`src/hw/ets_pkg.sv`:
```
// Constants, register map and carrier types for the event timestamp sample registers.
// Assumes a single 50 MHz clock and a time base that is already on that clock.
package ets_pkg;
  timeunit 1ns;
  timeprecision 1ps;

  // ==========================================================
  // Sizes
  localparam int UNIT_COUNT = 2;
  localparam int SLOT_COUNT = 2;
  localparam int ADDR_WIDTH = 12;
  localparam int DATA_WIDTH = 32;
  localparam int IRQ_WIDTH = UNIT_COUNT * SLOT_COUNT;

  // ==========================================================
  // Register offsets (byte addresses)
  localparam logic [11:0] ADDR_SAMPLE4_NANOSECONDS = 12'h0578;
  localparam logic [11:0] ADDR_SAMPLE4_SECONDS = 12'h057c;
  localparam logic [11:0] ADDR_SAMPLE4_PHASE = 12'h0580;
  localparam logic [11:0] ADDR_SAMPLE5_NANOSECONDS = 12'h0584;
  localparam logic [11:0] ADDR_SAMPLE5_SECONDS = 12'h0588;
  localparam logic [11:0] ADDR_SAMPLE5_PHASE = 12'h058c;
  localparam logic [11:0] ADDR_IRQ_STATUS = 12'h0600;
  localparam logic [11:0] ADDR_IRQ_CLEAR = 12'h0604;
  localparam logic [11:0] ADDR_IRQ_ENABLE = 12'h0608;
  localparam logic [11:0] ADDR_CAPTURE_CONTROL = 12'h060c;

  // ==========================================================
  // Field positions and reset values
  localparam int EDGE_BIT = 30;
  localparam int NS_MSB = 29;
  localparam int PHASE_MSB = 2;
  localparam int COUNT_BITS = 3;
  localparam logic [31:0] RESET_WORD = 32'h0000_0000;

  // ==========================================================
  // Sub-cycle phase codes within the 40 ns period
  localparam logic [2:0] PHASE_0NS = 3'h0;
  localparam logic [2:0] PHASE_8NS = 3'h1;
  localparam logic [2:0] PHASE_16NS = 3'h2;
  localparam logic [2:0] PHASE_24NS = 3'h3;
  localparam logic [2:0] PHASE_32NS = 3'h4;

  // ==========================================================
  // Capture ordinals (zero based) and the counter ceiling
  localparam logic [2:0] COUNT_SLOT4 = 3'h3;
  localparam logic [2:0] COUNT_SLOT5 = 3'h4;
  localparam logic [2:0] COUNT_DONE = 3'h5;

  // ==========================================================
  // Bus responses
  localparam logic [1:0] RESP_OKAY = 2'h0;
  localparam logic [1:0] RESP_SLVERR = 2'h2;

  // Free running time base presented by the clock block
  typedef struct packed {
    logic [31:0] seconds;
    logic [29:0] nanoseconds;
    logic [2:0] subcycle;
  } ets_time_type;

  // One recorded sample; stored as a whole so its fields never mix
  typedef struct packed {
    logic edge_rising;
    logic [29:0] nanoseconds;
    logic [31:0] seconds;
    logic [2:0] phase;
  } ets_sample_type;

endpackage : ets_pkg

```
`src/hw/ets_sample_regs.sv`:
```
// Event timestamp capture of the fourth and fifth samples, with AXI4-Lite register access.
// Assumes the time base is on clk; event pins are asynchronous and are synchronised here.
module ets_sample_regs
(
  // Clock and reset
  input wire logic clk,
  input wire logic sys_rst,
  // Time base and capture inputs
  input wire ets_pkg::ets_time_type time_base,
  input wire logic [ets_pkg::UNIT_COUNT-1:0] event_pin,
  input wire logic unit_index,
  // AXI4-Lite write address
  input wire logic [ets_pkg::ADDR_WIDTH-1:0] s_axi_awaddr,
  input wire logic s_axi_awvalid,
  output logic s_axi_awready,
  // AXI4-Lite write data
  input wire logic [ets_pkg::DATA_WIDTH-1:0] s_axi_wdata,
  input wire logic [3:0] s_axi_wstrb,
  input wire logic s_axi_wvalid,
  output logic s_axi_wready,
  // AXI4-Lite write response
  output logic [1:0] s_axi_bresp,
  output logic s_axi_bvalid,
  input wire logic s_axi_bready,
  // AXI4-Lite read address
  input wire logic [ets_pkg::ADDR_WIDTH-1:0] s_axi_araddr,
  input wire logic s_axi_arvalid,
  output logic s_axi_arready,
  // AXI4-Lite read data
  output logic [ets_pkg::DATA_WIDTH-1:0] s_axi_rdata,
  output logic [1:0] s_axi_rresp,
  output logic s_axi_rvalid,
  input wire logic s_axi_rready,
  // Interrupt
  output logic irq
);
  timeunit 1ns;
  timeprecision 1ps;

  // ==========================================================
  // Declarations
  ets_pkg::ets_sample_type [ets_pkg::SLOT_COUNT-1:0] unit_slots [ets_pkg::UNIT_COUNT];
  logic [ets_pkg::IRQ_WIDTH-1:0] cap_event;
  logic [ets_pkg::UNIT_COUNT*ets_pkg::COUNT_BITS-1:0] count_all;
  logic [ets_pkg::UNIT_COUNT-1:0] rearm_pulse;
  logic [ets_pkg::IRQ_WIDTH-1:0] status_reg;
  logic [ets_pkg::IRQ_WIDTH-1:0] enable_reg;
  logic [ets_pkg::ADDR_WIDTH-1:0] awaddr_reg;
  logic aw_held_reg;
  logic [ets_pkg::DATA_WIDTH-1:0] wdata_reg;
  logic [3:0] wstrb_reg;
  logic w_held_reg;
  logic bvalid_reg;
  logic [1:0] bresp_reg;
  logic rvalid_reg;
  logic [1:0] rresp_reg;
  logic [ets_pkg::DATA_WIDTH-1:0] rdata_reg;
  logic wr_fire;
  logic wr_to_clear;
  logic wr_to_enable;
  logic wr_to_control;
  logic wr_known;
  logic [ets_pkg::DATA_WIDTH-1:0] rd_word;
  logic rd_known;
  ets_pkg::ets_sample_type rd_sample;
  logic [2:0] capture_phase;
  logic irq_reg;

  // ==========================================================
  // Sub-cycle phase encoding
  // sub-cycle codes
  // Third sub-cycle uses 010, keeping the 101 pattern free for the reserved range
  // fifth and reserved
  // Out of range indices clamp to the last legal code so 101-111 never appear
  always_comb
  begin
    case (time_base.subcycle)
      ets_pkg::PHASE_0NS: capture_phase = ets_pkg::PHASE_0NS;
      ets_pkg::PHASE_8NS: capture_phase = ets_pkg::PHASE_8NS;
      ets_pkg::PHASE_16NS: capture_phase = ets_pkg::PHASE_16NS;
      ets_pkg::PHASE_24NS: capture_phase = ets_pkg::PHASE_24NS;
      default: capture_phase = ets_pkg::PHASE_32NS;
    endcase
  end

  // ==========================================================
  // Per unit capture
  for (genvar u = 0; u < ets_pkg::UNIT_COUNT; u++)
  begin : g_unit
    logic [2:0] sync_reg;
    logic [ets_pkg::COUNT_BITS-1:0] count_reg;
    ets_pkg::ets_sample_type [ets_pkg::SLOT_COUNT-1:0] slot_reg;
    ets_pkg::ets_sample_type capture;
    logic edge_seen;
    logic take4;
    logic take5;

    // Two stage synchroniser, third stage only for edge detection
    // Not reset: it keeps tracking the pin through reset, so a pin that
    // idles high shows no false edge once reset is released
    always_ff @(posedge clk)
    begin
      sync_reg <= {sync_reg[1:0], event_pin[u]};
    end

    // Both edges count; stage 1 is the settled level after the edge
    assign edge_seen = sync_reg[1] ^ sync_reg[2];
    assign take4 = edge_seen && (count_reg == ets_pkg::COUNT_SLOT4) && !rearm_pulse[u];
    assign take5 = edge_seen && (count_reg == ets_pkg::COUNT_SLOT5) && !rearm_pulse[u];

    // Capture word assembled from one instant of the time base
    // edge polarity
    assign capture.edge_rising = sync_reg[1];
    assign capture.nanoseconds = time_base.nanoseconds;
    assign capture.seconds = time_base.seconds;
    assign capture.phase = capture_phase;

    // Sample ordinal counter; saturates so later edges are not recorded
    always_ff @(posedge clk)
    begin
      if (sys_rst)
        count_reg <= '0;
      else if (rearm_pulse[u])
        count_reg <= '0;
      else if (edge_seen && count_reg != ets_pkg::COUNT_DONE)
        count_reg <= count_reg + 3'h1;
    end

    // whole sample written at once
    // Storing the packed struct keeps edge, time and phase from one capture
    always_ff @(posedge clk)
    begin
      if (sys_rst)
        slot_reg <= '0;
      else
      begin
        if (take4)
          slot_reg[0] <= capture;
        if (take5)
          slot_reg[1] <= capture;
      end
    end

    assign unit_slots[u] = slot_reg;
    assign cap_event[2*u +: 2] = {take5, take4};
    assign count_all[ets_pkg::COUNT_BITS*u +: ets_pkg::COUNT_BITS] = count_reg;
  end

  // ==========================================================
  // Write channel acceptance
  // Address and data are held independently; the response follows both
  assign s_axi_awready = !aw_held_reg && !bvalid_reg;
  assign s_axi_wready = !w_held_reg && !bvalid_reg;
  assign wr_fire = aw_held_reg && w_held_reg && !bvalid_reg;

  // Write address holding register
  always_ff @(posedge clk)
  begin
    if (sys_rst)
    begin
      aw_held_reg <= 1'b0;
      awaddr_reg <= '0;
    end
    else if (s_axi_awvalid && s_axi_awready)
    begin
      aw_held_reg <= 1'b1;
      awaddr_reg <= s_axi_awaddr;
    end
    else if (wr_fire)
      aw_held_reg <= 1'b0;
  end

  // Write data holding register
  always_ff @(posedge clk)
  begin
    if (sys_rst)
    begin
      w_held_reg <= 1'b0;
      wdata_reg <= ets_pkg::RESET_WORD;
      wstrb_reg <= 4'h0;
    end
    else if (s_axi_wvalid && s_axi_wready)
    begin
      w_held_reg <= 1'b1;
      wdata_reg <= s_axi_wdata;
      wstrb_reg <= s_axi_wstrb;
    end
    else if (wr_fire)
      w_held_reg <= 1'b0;
  end

  // Write decode; only byte lane 0 carries writable bits
  assign wr_to_clear = wr_fire && awaddr_reg == ets_pkg::ADDR_IRQ_CLEAR && wstrb_reg[0];
  assign wr_to_enable = wr_fire && awaddr_reg == ets_pkg::ADDR_IRQ_ENABLE && wstrb_reg[0];
  assign wr_to_control = wr_fire && awaddr_reg == ets_pkg::ADDR_CAPTURE_CONTROL && wstrb_reg[0];
  assign rearm_pulse = wr_to_control ? wdata_reg[ets_pkg::UNIT_COUNT-1:0] : '0;

  // Known write targets; sample words accept writes and ignore them
  always_comb
  begin
    case (awaddr_reg)
      ets_pkg::ADDR_SAMPLE4_NANOSECONDS,
      ets_pkg::ADDR_SAMPLE4_SECONDS,
      ets_pkg::ADDR_SAMPLE4_PHASE,
      ets_pkg::ADDR_SAMPLE5_NANOSECONDS,
      ets_pkg::ADDR_SAMPLE5_SECONDS,
      ets_pkg::ADDR_SAMPLE5_PHASE,
      ets_pkg::ADDR_IRQ_STATUS,
      ets_pkg::ADDR_IRQ_CLEAR,
      ets_pkg::ADDR_IRQ_ENABLE,
      ets_pkg::ADDR_CAPTURE_CONTROL: wr_known = 1'b1;
      default: wr_known = 1'b0;
    endcase
  end

  // Write response, one cycle after both halves are held
  always_ff @(posedge clk)
  begin
    if (sys_rst)
    begin
      bvalid_reg <= 1'b0;
      bresp_reg <= ets_pkg::RESP_OKAY;
    end
    else if (wr_fire)
    begin
      bvalid_reg <= 1'b1;
      bresp_reg <= wr_known ? ets_pkg::RESP_OKAY : ets_pkg::RESP_SLVERR;
    end
    else if (s_axi_bready)
      bvalid_reg <= 1'b0;
  end

  assign s_axi_bvalid = bvalid_reg;
  assign s_axi_bresp = bresp_reg;

  // ==========================================================
  // Interrupt status, enable and clear
  // Set wins over clear so a capture in the clearing cycle is not lost
  always_ff @(posedge clk)
  begin
    if (sys_rst)
      status_reg <= '0;
    else if (wr_to_clear)
      status_reg <= (status_reg & ~wdata_reg[ets_pkg::IRQ_WIDTH-1:0]) | cap_event;
    else
      status_reg <= status_reg | cap_event;
  end

  // Enable mask written by software
  always_ff @(posedge clk)
  begin
    if (sys_rst)
      enable_reg <= '0;
    else if (wr_to_enable)
      enable_reg <= wdata_reg[ets_pkg::IRQ_WIDTH-1:0];
  end

  // Interrupt level from a flip-flop; it trails the status by one cycle
  always_ff @(posedge clk)
  begin
    if (sys_rst)
      irq_reg <= 1'b0;
    else
      irq_reg <= |(status_reg & enable_reg);
  end

  assign irq = irq_reg;

  // ==========================================================
  // Read decode
  // unit pointer selects
  // Pointer is sampled with the read address, so software sets it first
  assign rd_sample = (s_axi_araddr < ets_pkg::ADDR_SAMPLE5_NANOSECONDS) ?
    unit_slots[unit_index][0] : unit_slots[unit_index][1];

  always_comb
  begin
    rd_word = ets_pkg::RESET_WORD;
    rd_known = 1'b1;
    case (s_axi_araddr)
      ets_pkg::ADDR_SAMPLE4_NANOSECONDS,
      ets_pkg::ADDR_SAMPLE5_NANOSECONDS:
        rd_word = {1'b0, rd_sample.edge_rising, rd_sample.nanoseconds};
      ets_pkg::ADDR_SAMPLE4_SECONDS,
      ets_pkg::ADDR_SAMPLE5_SECONDS:
        rd_word = rd_sample.seconds;
      ets_pkg::ADDR_SAMPLE4_PHASE,
      ets_pkg::ADDR_SAMPLE5_PHASE:
        rd_word = {{(ets_pkg::DATA_WIDTH-ets_pkg::PHASE_MSB-1){1'b0}}, rd_sample.phase};
      ets_pkg::ADDR_IRQ_STATUS:
        rd_word = {{(ets_pkg::DATA_WIDTH-ets_pkg::IRQ_WIDTH){1'b0}}, status_reg};
      ets_pkg::ADDR_IRQ_CLEAR:
        rd_word = ets_pkg::RESET_WORD;
      ets_pkg::ADDR_IRQ_ENABLE:
        rd_word = {{(ets_pkg::DATA_WIDTH-ets_pkg::IRQ_WIDTH){1'b0}}, enable_reg};
      ets_pkg::ADDR_CAPTURE_CONTROL:
        rd_word = {{(ets_pkg::DATA_WIDTH-ets_pkg::UNIT_COUNT*ets_pkg::COUNT_BITS){1'b0}},
          count_all};
      default:
        rd_known = 1'b0;
    endcase
  end

  // ==========================================================
  // Read channel; one read outstanding, data registered
  assign s_axi_arready = !rvalid_reg;

  always_ff @(posedge clk)
  begin
    if (sys_rst)
    begin
      rvalid_reg <= 1'b0;
      rresp_reg <= ets_pkg::RESP_OKAY;
      rdata_reg <= ets_pkg::RESET_WORD;
    end
    else if (s_axi_arvalid && s_axi_arready)
    begin
      rvalid_reg <= 1'b1;
      rresp_reg <= rd_known ? ets_pkg::RESP_OKAY : ets_pkg::RESP_SLVERR;
      rdata_reg <= rd_word;
    end
    else if (s_axi_rready)
      rvalid_reg <= 1'b0;
  end

  assign s_axi_rvalid = rvalid_reg;
  assign s_axi_rresp = rresp_reg;
  assign s_axi_rdata = rdata_reg;

endmodule : ets_sample_regs

```
`config.mk`:
```
export PLATFORM = sky130hd
export DESIGN_NAME = ets_sample_regs
export DESIGN_NICKNAME = d
export VERILOG_FILES = /design/src/hw/ets_pkg.sv /design/src/hw/ets_sample_regs.sv
export SDC_FILE = /design/constraint.sdc
export NUM_CORES = 1
export LEC_CHECK = 0
export BUFFER_PORTS_ARGS = -buffer_cell sky130_fd_sc_hd__buf_2
export CORE_ASPECT_RATIO = 1.4
export CORE_MARGIN = 2
export CORE_UTILIZATION = 56
export DETAILED_ROUTE_END_ITERATION = 12
export GPL_TIMING_DRIVEN = 0
export PLACE_DENSITY = 0.83
export SYNTH_ARGS = -nofsm -noshare
export SYNTH_HDL_FRONTEND = slang
export SYNTH_SLANG_ARGS = --single-unit
export TNS_END_PERCENT = 20
```
`constraint.sdc`:
```
create_clock -name clk -period 2.8 [get_ports clk]
set_clock_uncertainty 0.1 [all_clocks]
set_input_delay 0.28 -clock clk [delete_from_list [all_inputs] [get_ports clk]]
set_output_delay 0.28 -clock clk [all_outputs]
set_load 0.05 [all_outputs]
```
# Word-level counts from Yosys, hierarchy flattened
# Cells that the tools add are included.
# Widths: inputs -> output; s select.
dict set report op_classes {
  addsub 2
  order_cmp 2
  n_eq_ne 29
  mux 19
  bitwise_logic 8
  n_reduce_logical 42
}
# cell count
set ops {}
lappend ops {{$mux 132} 3}
lappend ops {{$eq 12x11->1 const B} 20}
lappend ops {{$pmux 32 s6} 1}
lappend ops {{$mux 66} 1}
lappend ops {{$logic_and 1x1->1} 23}
lappend ops {{$reduce_or 10->1} 2}
lappend ops {{$eq 3x2->1 const B} 4}
lappend ops {{$lt 12x11->1 const B} 1}
lappend ops {{$pmux 3 s4} 1}
lappend ops {{$reduce_or 2->1} 5}
lappend ops {{$mux 1} 9}
lappend ops {{$and 4x4->4} 2}
lappend ops {{$or 4x4->4} 2}
lappend ops {{$reduce_bool 2->1} 4}
lappend ops {{$add 3x1->3 const B} 2}
lappend ops {{$eq 3x3->1 const B} 2}
lappend ops {{$logic_not 1->1} 6}
lappend ops {{$mux 2} 3}
lappend ops {{$ne 3x3->1 const B} 2}
lappend ops {{$mux 4} 1}
lappend ops {{$not 4->4} 1}
lappend ops {{$reduce_or 4->1} 1}
lappend ops {{$eq 3x1->1 const B} 1}
lappend ops {{$logic_not 3->1} 1}
lappend ops {{other kinds (3)} 4}
dict set report word_totals {
  register_bits 342
  in_bits 135
  out_inout_bits 42
  elab_cells 135
}

# Depth between registers and ports, before layout
# Gate-level depths: netlist of the first run.
dict set report logic_depth {
  word_depth 9
  ltp_mapped 11
  ltp_nobuf 7
}

# Worst setup path after synthesis of the first run
# No wires, ideal clock.
dict set report synth_timing {
  path_type {register to register}
  from {register awaddr_reg[11] in the netlist's numbering}
  to {register g_unit[1].slot_reg[101] in the netlist's numbering}
  setup_time_ns 0.132
  arrival_time_ns 2.057
  required_ns 2.568
  slack_ns 0.511
  stages_incl_launch_ff 9
  path_buffers 2
  period_less_slack_ns 2.289
  path_cell_list {dfxtp_1 or4b_4 nor4_4 nand4_2 and4_1 buf_2 buf_2 nand2_1 a21oi_1}
}
dict set report synth_via {
  elab_chain_len 6
}
# element line
set synth_rtl {}
lappend synth_rtl {{start: declaration} ets_sample_regs.sv:48} ;# logic [ets_pkg::ADDR_WIDTH-1:0] awaddr_reg;
lappend synth_rtl {{start signal: assignment} ets_sample_regs.sv:167} ;# awaddr_reg <= s_axi_awaddr;
lappend synth_rtl {{$eq 12x11->1} ets_sample_regs.sv:195} ;# assign wr_to_control = wr_fire && awaddr_reg == ets_pkg::ADDR_CAPTURE_CONTROL && wstrb_reg[0];
lappend synth_rtl {{$logic_and 1x1->1 (2 in a row)} ets_sample_regs.sv:195}
lappend synth_rtl {{$mux 2} ets_sample_regs.sv:196} ;# assign rearm_pulse = wr_to_control ? wdata_reg[ets_pkg::UNIT_COUNT-1:0] : '0;
lappend synth_rtl {{$logic_not 1->1} ets_sample_regs.sv:109} ;# assign take5 = edge_seen && (count_reg == ets_pkg::COUNT_SLOT5) && !rearm_pulse[u];
lappend synth_rtl {{$logic_and 1x1->1} ets_sample_regs.sv:109}
lappend synth_rtl {{end: declaration} ets_sample_regs.sv:92} ;# ets_pkg::ets_sample_type [ets_pkg::SLOT_COUNT-1:0] slot_reg;
# Every way passes these cells.
# A chain may end at the register's enable or synchronous reset.

# Worst setup path after layout of the first run
dict set report layout_timing {
  from {register awaddr_reg[4] in the netlist's numbering}
  to {register g_unit[1].slot_reg[106] in the netlist's numbering}
}
# Same word-level chain as after synthesis.

==> results.txt, run 1 <==
The run finished, with violations left. The checks that failed: design-rule violations. Yosys attributes the largest share of cell area to dfxtp_1 47%, nand2_1 16%, a21oi_1 10%.

The number of I/O port buffers is 141. TritonCTS built the clock tree. Measured along the y axis, the die boundary spans 194 µm. The setup violation total in the final timing report is 0. The post-DP HPWL came out at 32.8 mm.

Averaged over all synthesized cells, the footprint is 8.06 µm². The minimum setup slack in the final design is 0.0805 ns. The max-cap check violation count is 0. The worst hold path endpoint is awaddr_reg[11]. The number of antenna-violating nets in the routed design came out at 0. Of all nets on the critical path, the largest fanout is 10.

The maximum achievable frequency is 368 MHz. The clock latency of the later-clocked register in the worst-skew pair came out at 0.53 ns. The startpoint identified for the worst register-to-register timing path is awaddr_reg[4].

Counting instances, the worst hold path has a depth of 4. The clock drives 340 sinks. The clock tree buffer depth is 3. The worst endpoint required time came out at 3.14 ns. The type of the worst min-delay path is input pin to register.

For this run, the detailed router's first-pass iteration total came to 10. The cell count of the worst reg-to-reg path came out at 8. The ratio of total power to cell area came out at 616 nW/µm². The wire length of the first global-routing pass came out at 72.7 mm.

The global router's overall resource usage is 33.8%. The pre-CTS worst setup slack is 0.0384 ns. The area of the core is 25500 µm².

The worst setup path is captured at a register. The number of DRC markers after the initial detailed-route iteration came out at 1400. The cell chosen for the clock root is clkbuf_16. The width of the chip came out at 140 µm.

Setup repair after global routing left no endpoint under its margin. The number of levels the H-tree was split into came out at 2. The synthesized netlist devotes 0.690% of its cell area to adder and majority cells. By area, the combinational part of the netlist is dominated by simple AND/OR/NAND/NOR gates. The minimum setup slack among reg-to-reg paths came out at 0.08 ns. The detailed-route DRC error count came out at 11. Once the floorplan was initialized, standard cells occupied 57.0% of the core. The aggregate negative setup slack came out at 0 ns. The leakage power came out at 6.54 nW. The synthesized design spends more area on one cell type than any other, namely dfxtp_1. The number of synthesized register bits is 340. Total power for the finished layout comes to 10.9 mW.

The number of synthesized flops with an enable pin is 0. Counting I/O delays and the setup requirement, the final critical path takes 2.72 ns. The total CTS buffers is 34. The via count of the first global-routing pass is 14177. Among all flip-flop cells after synthesis, the most frequent one is dfxtp_1. For this run, the number of Yosys warnings is 0. The share of cells above drive strength 1 came out at 13.2%. The overall die area came out at 27200 µm².

The critical path is of the register to register type. The routability congestion estimate came out at 0.943. The startpoint identified for the worst hold timing path is s_axi_awvalid. The number of hold-slack violations in the final timing report came to 0. The distinct cell type count after synthesis is 56. The total number of vias came out at 14559.

The share of synthesized area occupied by flip-flops and latches came out at 46.9%. The final period utilization came out at 97.1%. STA classifies the critical path startpoint as a register. The endpoint identified for the worst register-to-register timing path is g_unit[1].slot_reg[106]. The fraction of synthesized cell area in xor and xnor cells is 0.241%. IR analysis of the VDD net gives a maximum drop of 0.543 mV. The number of pins with negative max-slew slack in the final report came out at 0. The worst-case headroom to the max-slew limit came out at 26.6%. In the final design database the tool counted 2206 nets. The summed instance area of the synthesized netlist came out at 14500 µm². Dividing the detail-routed wire length by the instance count gives 19.8 µm.

The share of synthesized cell area in and, or, nand and nor gates came out at 19.5%. The number of standard-cell rows in the floorplan came out at 69. The number of I/O pins is 177. The post-synthesis compound-gate area fraction came out at 17.9%. Entering global routing, the biggest net connects 16 pins. The number of antenna violations at the first check in global routing came to 1. The data arrival time of the critical path is 3.06 ns. Counting flops with an async set or reset pin after synthesis yields a share of 0%. The top cell type's share of synthesized area came out at 46.9%. The worst-margin pin slew came out at 1.10 ns.

The clock-pin slew reported for the worst setup and hold paths after clock tree synthesis came out at 0.06 ns. The cell count after synthesis came out at 1799. The signed area change from the synthesized netlist to the final layout is 21.7%. The total overflow reported by the global router came out at 0. The multiplexer share of the synthesized area is 9.52%. The number of flip-flops in the largest register came out at 264.

The average via count per standard cell came out at 6.05. The final layout contains routed wiring with a total length of 47.6 mm.
layer usage:
| layer | wire, µm | GRT usage (%) |
|---|---|---|
| met1 | 16400 | 36.7 |
| met2 | 23100 | 58.9 |
| met3 | 4270 | 5.96 |
| met4 | 3860 | 24.5 |
| met5 | 0 | 0 |
worst max-delay path by stage:
| stage | startpoint | end | slack, ns | depth (start not counted) |
|---|---|---|---|---|
| global placement | unit_index | s_axi_rdata[20] | 0.02 | 8 |
| detailed placement | unit_index | s_axi_rdata[20] | 0.04 | 8 |
| global route | awaddr_reg[4] | g_unit[1].slot_reg[122] | 0.03 | 8 |
| finish | awaddr_reg[4] | g_unit[1].slot_reg[106] | 0.08 | 8 |
| CTS | awaddr_reg[11] | g_unit[1].slot_reg[122] | 0.06 | 8 |
| floorplan | awaddr_reg[11] | g_unit[1].slot_reg[101] | 0.51 | 8 |
per-stage QoR:
| stage | cell area [µm²] | instances | hold WS, ns | utilization, % |
|---|---|---|---|---|
| floorplan | 14500 | 1800 | 0.208 | - |
| global route | 17700 | 2406 | 0.0671 | 69.3 |
| detailed placement | 15600 | 2260 | 0.212 | 61.3 |
| global placement | 15600 | 2260 | 0.213 | 61.3 |
| finish | 17700 | 2406 | 0.0241 | 69.3 |
| CTS | 17600 | 2404 | 0.0228 | 69.3 |
kinds of logic (layout without fill, tap and decap cells):
| kind of cell | after synthesis | after routing |
|---|---|---|
| and+or+nand+nor | 700 | 700 |
| DFF | 340 | 340 |
| buffers and inverters | 153 | 439 |
| xor gates and xnor gates | 4 | 4 |
| muxes | 133 | 133 |
| other | 1 | 3 |
| AOI/OAI and AO/OA | 460 | 460 |
| adders and majority gates | 8 | 8 |
layout by cell type (no fill, tap or decap), types with 15 or more instances in the layout:
cell	n
a21oi_1	293
buf_2	183
buf_4	16
clkbuf_1	78
clkbuf_16	37
dfxtp_1	340
dlygate4sd3_1	85
inv_1	15
mux2i_1	129
nand2_1	613
nor2_1	32
o21ai_0	37
o21ai_1	26
o221ai_1	25
o22ai_1	32
area by class of cell:
| type | count | area, µm² |
|---|---|---|
| antenna | 1 | 2.50 |
| clock buffer | 50 | 1040 |
| sequential | 340 | 6810 |
| tap | 319 | 399 |
| multi-input combinational | 1307 | 6960 |
| buffer | 138 | 694 |
| clock inverter | 9 | 129 |
| fill | 1934 | 7820 |
| inverter | 15 | 56.3 |
| timing repair buffer | 227 | 1560 |
report_power, final:
group          internal, mW  leakage [nW]  total, mW  switching (mW)
registers              4.95          2.75       5.03          0.0783
logic                 0.378          3.22       1.04           0.663
clock network          2.87         0.572       4.81            1.94
total                  8.20          6.54       10.9            2.68
cell usage after synthesis (all sizes together), types with 15 or more instances:
cell,n
a21oi,293
buf,66
clkbuf,72
dfxtp,340
inv,15
mux2i,129
nand2,613
nor2,32
o21ai,63
o221ai,25
o22ai,32
what timing repair did:
item | CTS | global route
hold buffers | 85 | 0
gates resized for setup | 0 | 0
hold endpoints to repair | 271 | 0
buffers inserted | 0 | 1
setup endpoints to repair | 0 | 32
critical path, stage by stage (launching register included):
cell and delay, ns:
dfxtp_1 0.32, or3_1 0.44, nor4_4 0.44, nand4_2 0.28
nand4_1 0.30, buf_4 0.31, buf_6 0.19, nand2_1 0.08
a21oi_1 0.16
Power figures use the tool's default switching activity.
==> run 2, diff against run 1 <==
--- a/config.mk
+++ b/config.mk
@@ -5,7 +5,7 @@
 export SDC_FILE = /design/constraint.sdc
 export NUM_CORES = 1
 export LEC_CHECK = 0
-export BUFFER_PORTS_ARGS = -buffer_cell sky130_fd_sc_hd__buf_2
+export BUFFER_PORTS_ARGS = -buffer_cell sky130_fd_sc_hd__clkbuf_2
 export CORE_ASPECT_RATIO = 1.4
 export CORE_MARGIN = 2
 export CORE_UTILIZATION = 56
==> results.txt, run 2 (synthesis gave the netlist of run 1 again) <==
The run finished, with violations left. The checks that failed: design-rule violations. The clock tree buffer depth is 3 (unchanged).

The overall die area came out at 27200 µm² (unchanged). The count of nets after finishing is 2210 (+0.18%). The global router's overall resource usage came out at 34.0% (+0.19 points).

The average via count per standard cell came out at 6.00 (-0.76%). The number of DRC markers after the initial detailed-route iteration is 1474 (+5.3%). The data arrival time of the critical path is 3.09 ns (+0.03 ns).

The ratio of total power to cell area is 592 nW/µm² (-3.9%). The post-DP HPWL was 33.0 mm (+0.66%). The worst endpoint required time is 3.12 ns (-0.02 ns). The worst setup path is of the register to register kind.

The minimum setup slack among reg-to-reg paths came to 0.04 ns (-0.04 ns). The worst hold slack came out at 0.186 ns (+0.162 ns). The leakage power was 6.51 nW (-0.56%). The total number of vias is 14466 (-0.64%). The number of standard-cell rows in the floorplan came to 69 (unchanged). The starting density of the core was 57.0% (unchanged). The post-detailed-route wirelength per cell is 19.7 µm (-0.35%).

The first-pass iteration count of the detailed router came out at 12 (+2). The maximum number of pins on one net before global-route repair came out at 16 (unchanged). The tree is rooted in a clkbuf_16.

The number of flip-flops in the largest register is 264 (unchanged). The width of the chip is 140 µm (unchanged). The number of I/O pins came out at 177 (unchanged). TritonCTS built the clock tree. The max-cap check violation count is 0 (unchanged). The fill cell instance count of the final layout was 1944 (+0.52%). The final critical-path required period is 2.76 ns (+0.0446 ns). The total overflow reported by the global router was 0 (unchanged). The number of antenna violations at the first check in global routing was 0 (-1). The placed instance count is 2260 (unchanged). The final period utilization came out at 98.7% (+1.6 points). In the layout the commonest cells are 613 x nand2_1, 340 x dfxtp_1, 293 x a21oi_1, 141 x clkbuf_2, 129 x mux2i_1.

The via count of the first global-routing pass is 14095 (-0.58%). The setup violation total in the final timing report is 0 (unchanged). The number of levels the H-tree was split into came out at 1 (-1). The area of the core was 25500 µm² (unchanged). The routability congestion estimate is 0.945 (+0.21%). The share of cells above drive strength 1 is 13.1% (-0.12 points). The maximum ir drop on the vdd rail came out at 0.558 mV (+2.7%). The signed area change from the synthesized netlist to the final layout is 21.1%. The maximum achievable frequency is 362 MHz (-1.6%). The largest fanout on the critical path is 10 (unchanged). The number of I/O port buffers came to 141 (unchanged). The clock-pin slew reported for the worst setup and hold paths after clock tree synthesis is 0.06 ns (about the same). The number of antenna-violating nets in the routed design is 0 (unchanged). The startpoint kind of the worst setup timing path is a register. The total power is 10.4 mW (-4.3%). Leaving out fill and tap cells, the most frequent cell in the layout is nand2_1. The min-delay analysis places its worst path in the category input pin to register.

The filler-free cell count of the finished design was 2409 (+0.12%). The worst-case headroom to the max-slew limit is 30.0% (+3.4 points). The final antenna diode count is 0 (-1).

The clock sink total is 340 (unchanged). The total CTS buffers is 31 (-8.8%). The wire length of the first global-routing pass is 73.4 mm (+0.94%).

The number of hold-slack violations in the final timing report is 0 (unchanged). The detailed-route DRC error count came to 11 (unchanged). STA classifies the critical path endpoint as a register. The clock latency of the later-clocked register in the worst-skew pair is 0.58 ns (+0.05 ns).

The wire length reported by the detailed router came out at 47.5 mm (-0.23%). The height of the chip came out at 194 µm (unchanged). The number of pins with negative max-slew slack in the final report came out at 0 (unchanged). The worst-margin pin slew is 1.05 ns (-0.0506 ns).
run 2: changes by cell type in the layout (fill, tap and decap cells not counted), moves of 5 or more:
cell,change
clkinv_2,+5
clkbuf_2,+141
buf_2,-142
clkbuf_16,-6
dlygate4sd3_1,+6
run 2: timing repair:
| action | in CTS | in global routing |
|---|---|---|
| hold buffers | 91 | 0 |
| hold endpoints to repair | 278 | 0 |
| setup buffers | 0 | 2 |
| resized for setup | 0 | 1 |
| endpoints found under the setup margin | 0 | 53 |
run 2: path summary, 6_finish.rpt:
path                    startpoint                      end  cells after the start
min reg2reg  g_unit[1].sync_reg[0]    g_unit[1].sync_reg[1]                      0
min                  s_axi_arvalid          s_axi_rdata[31]                      4
max reg2reg          awaddr_reg[4]  g_unit[0].slot_reg[114]                      9
max                  awaddr_reg[4]  g_unit[0].slot_reg[114]                      9
run 2: per-stage QoR:
step | cell area [µm²] | TNS (ns) | setup slack, ns | util (%)
final | 17600 | 0 | 0.0359 | 69.0
after global routing | 17600 | -1.18 | -0.0656 | 69.0
after CTS | 17600 | 0 | 0.0275 | 68.9
after detailed placement | 15600 | -0.00541 | -0.00541 | 61.3
after global placement | 15600 | -0.0171 | -0.0171 | 61.3
after floorplan | 14500 | 0 | 0.511 | -
run 2: layer usage:
layer  vias up  share of wire [%]  global-route usage [%]
li1       6659                  -                       -
met2       814                 48                    59.0
met1      6737                 35                    37.2
met3       256                8.6                    6.11
met4         0                8.0                    24.1
met5         -                  0                       0
run 2: power breakdown:
group / leakage (nW) / total [mW] / switching [mW] / internal [mW]
combinational: 3.25 / 1.05 / 0.664 / 0.383
sequential: 2.75 / 5.03 / 0.0777 / 4.95
clock: 0.511 / 4.33 / 1.87 / 2.47
run 2: final cells by class:
class                   instances  area, µm²  area share, %
plain buffers                 138        697           3.97
clock buffers                  43        881           5.01
clock inverters                13        146          0.833
inverters                      15       56.3          0.320
multi-input cells            1307       6960           39.6
flip-flops and latches        340       6810           38.7
well taps                     319        399           2.27
repair buffers                234       1630           9.28
run 2: worst max-delay path: stages (launching register included):
cell and delay [ns]:
dfxtp_1 0.32, or3_1 0.45, nor4_4 0.42, buf_4 0.19
nand4_4 0.14, and4_1 0.31, buf_2 0.24, buf_2 0.26
nand2_1 0.11, a21oi_1 0.07
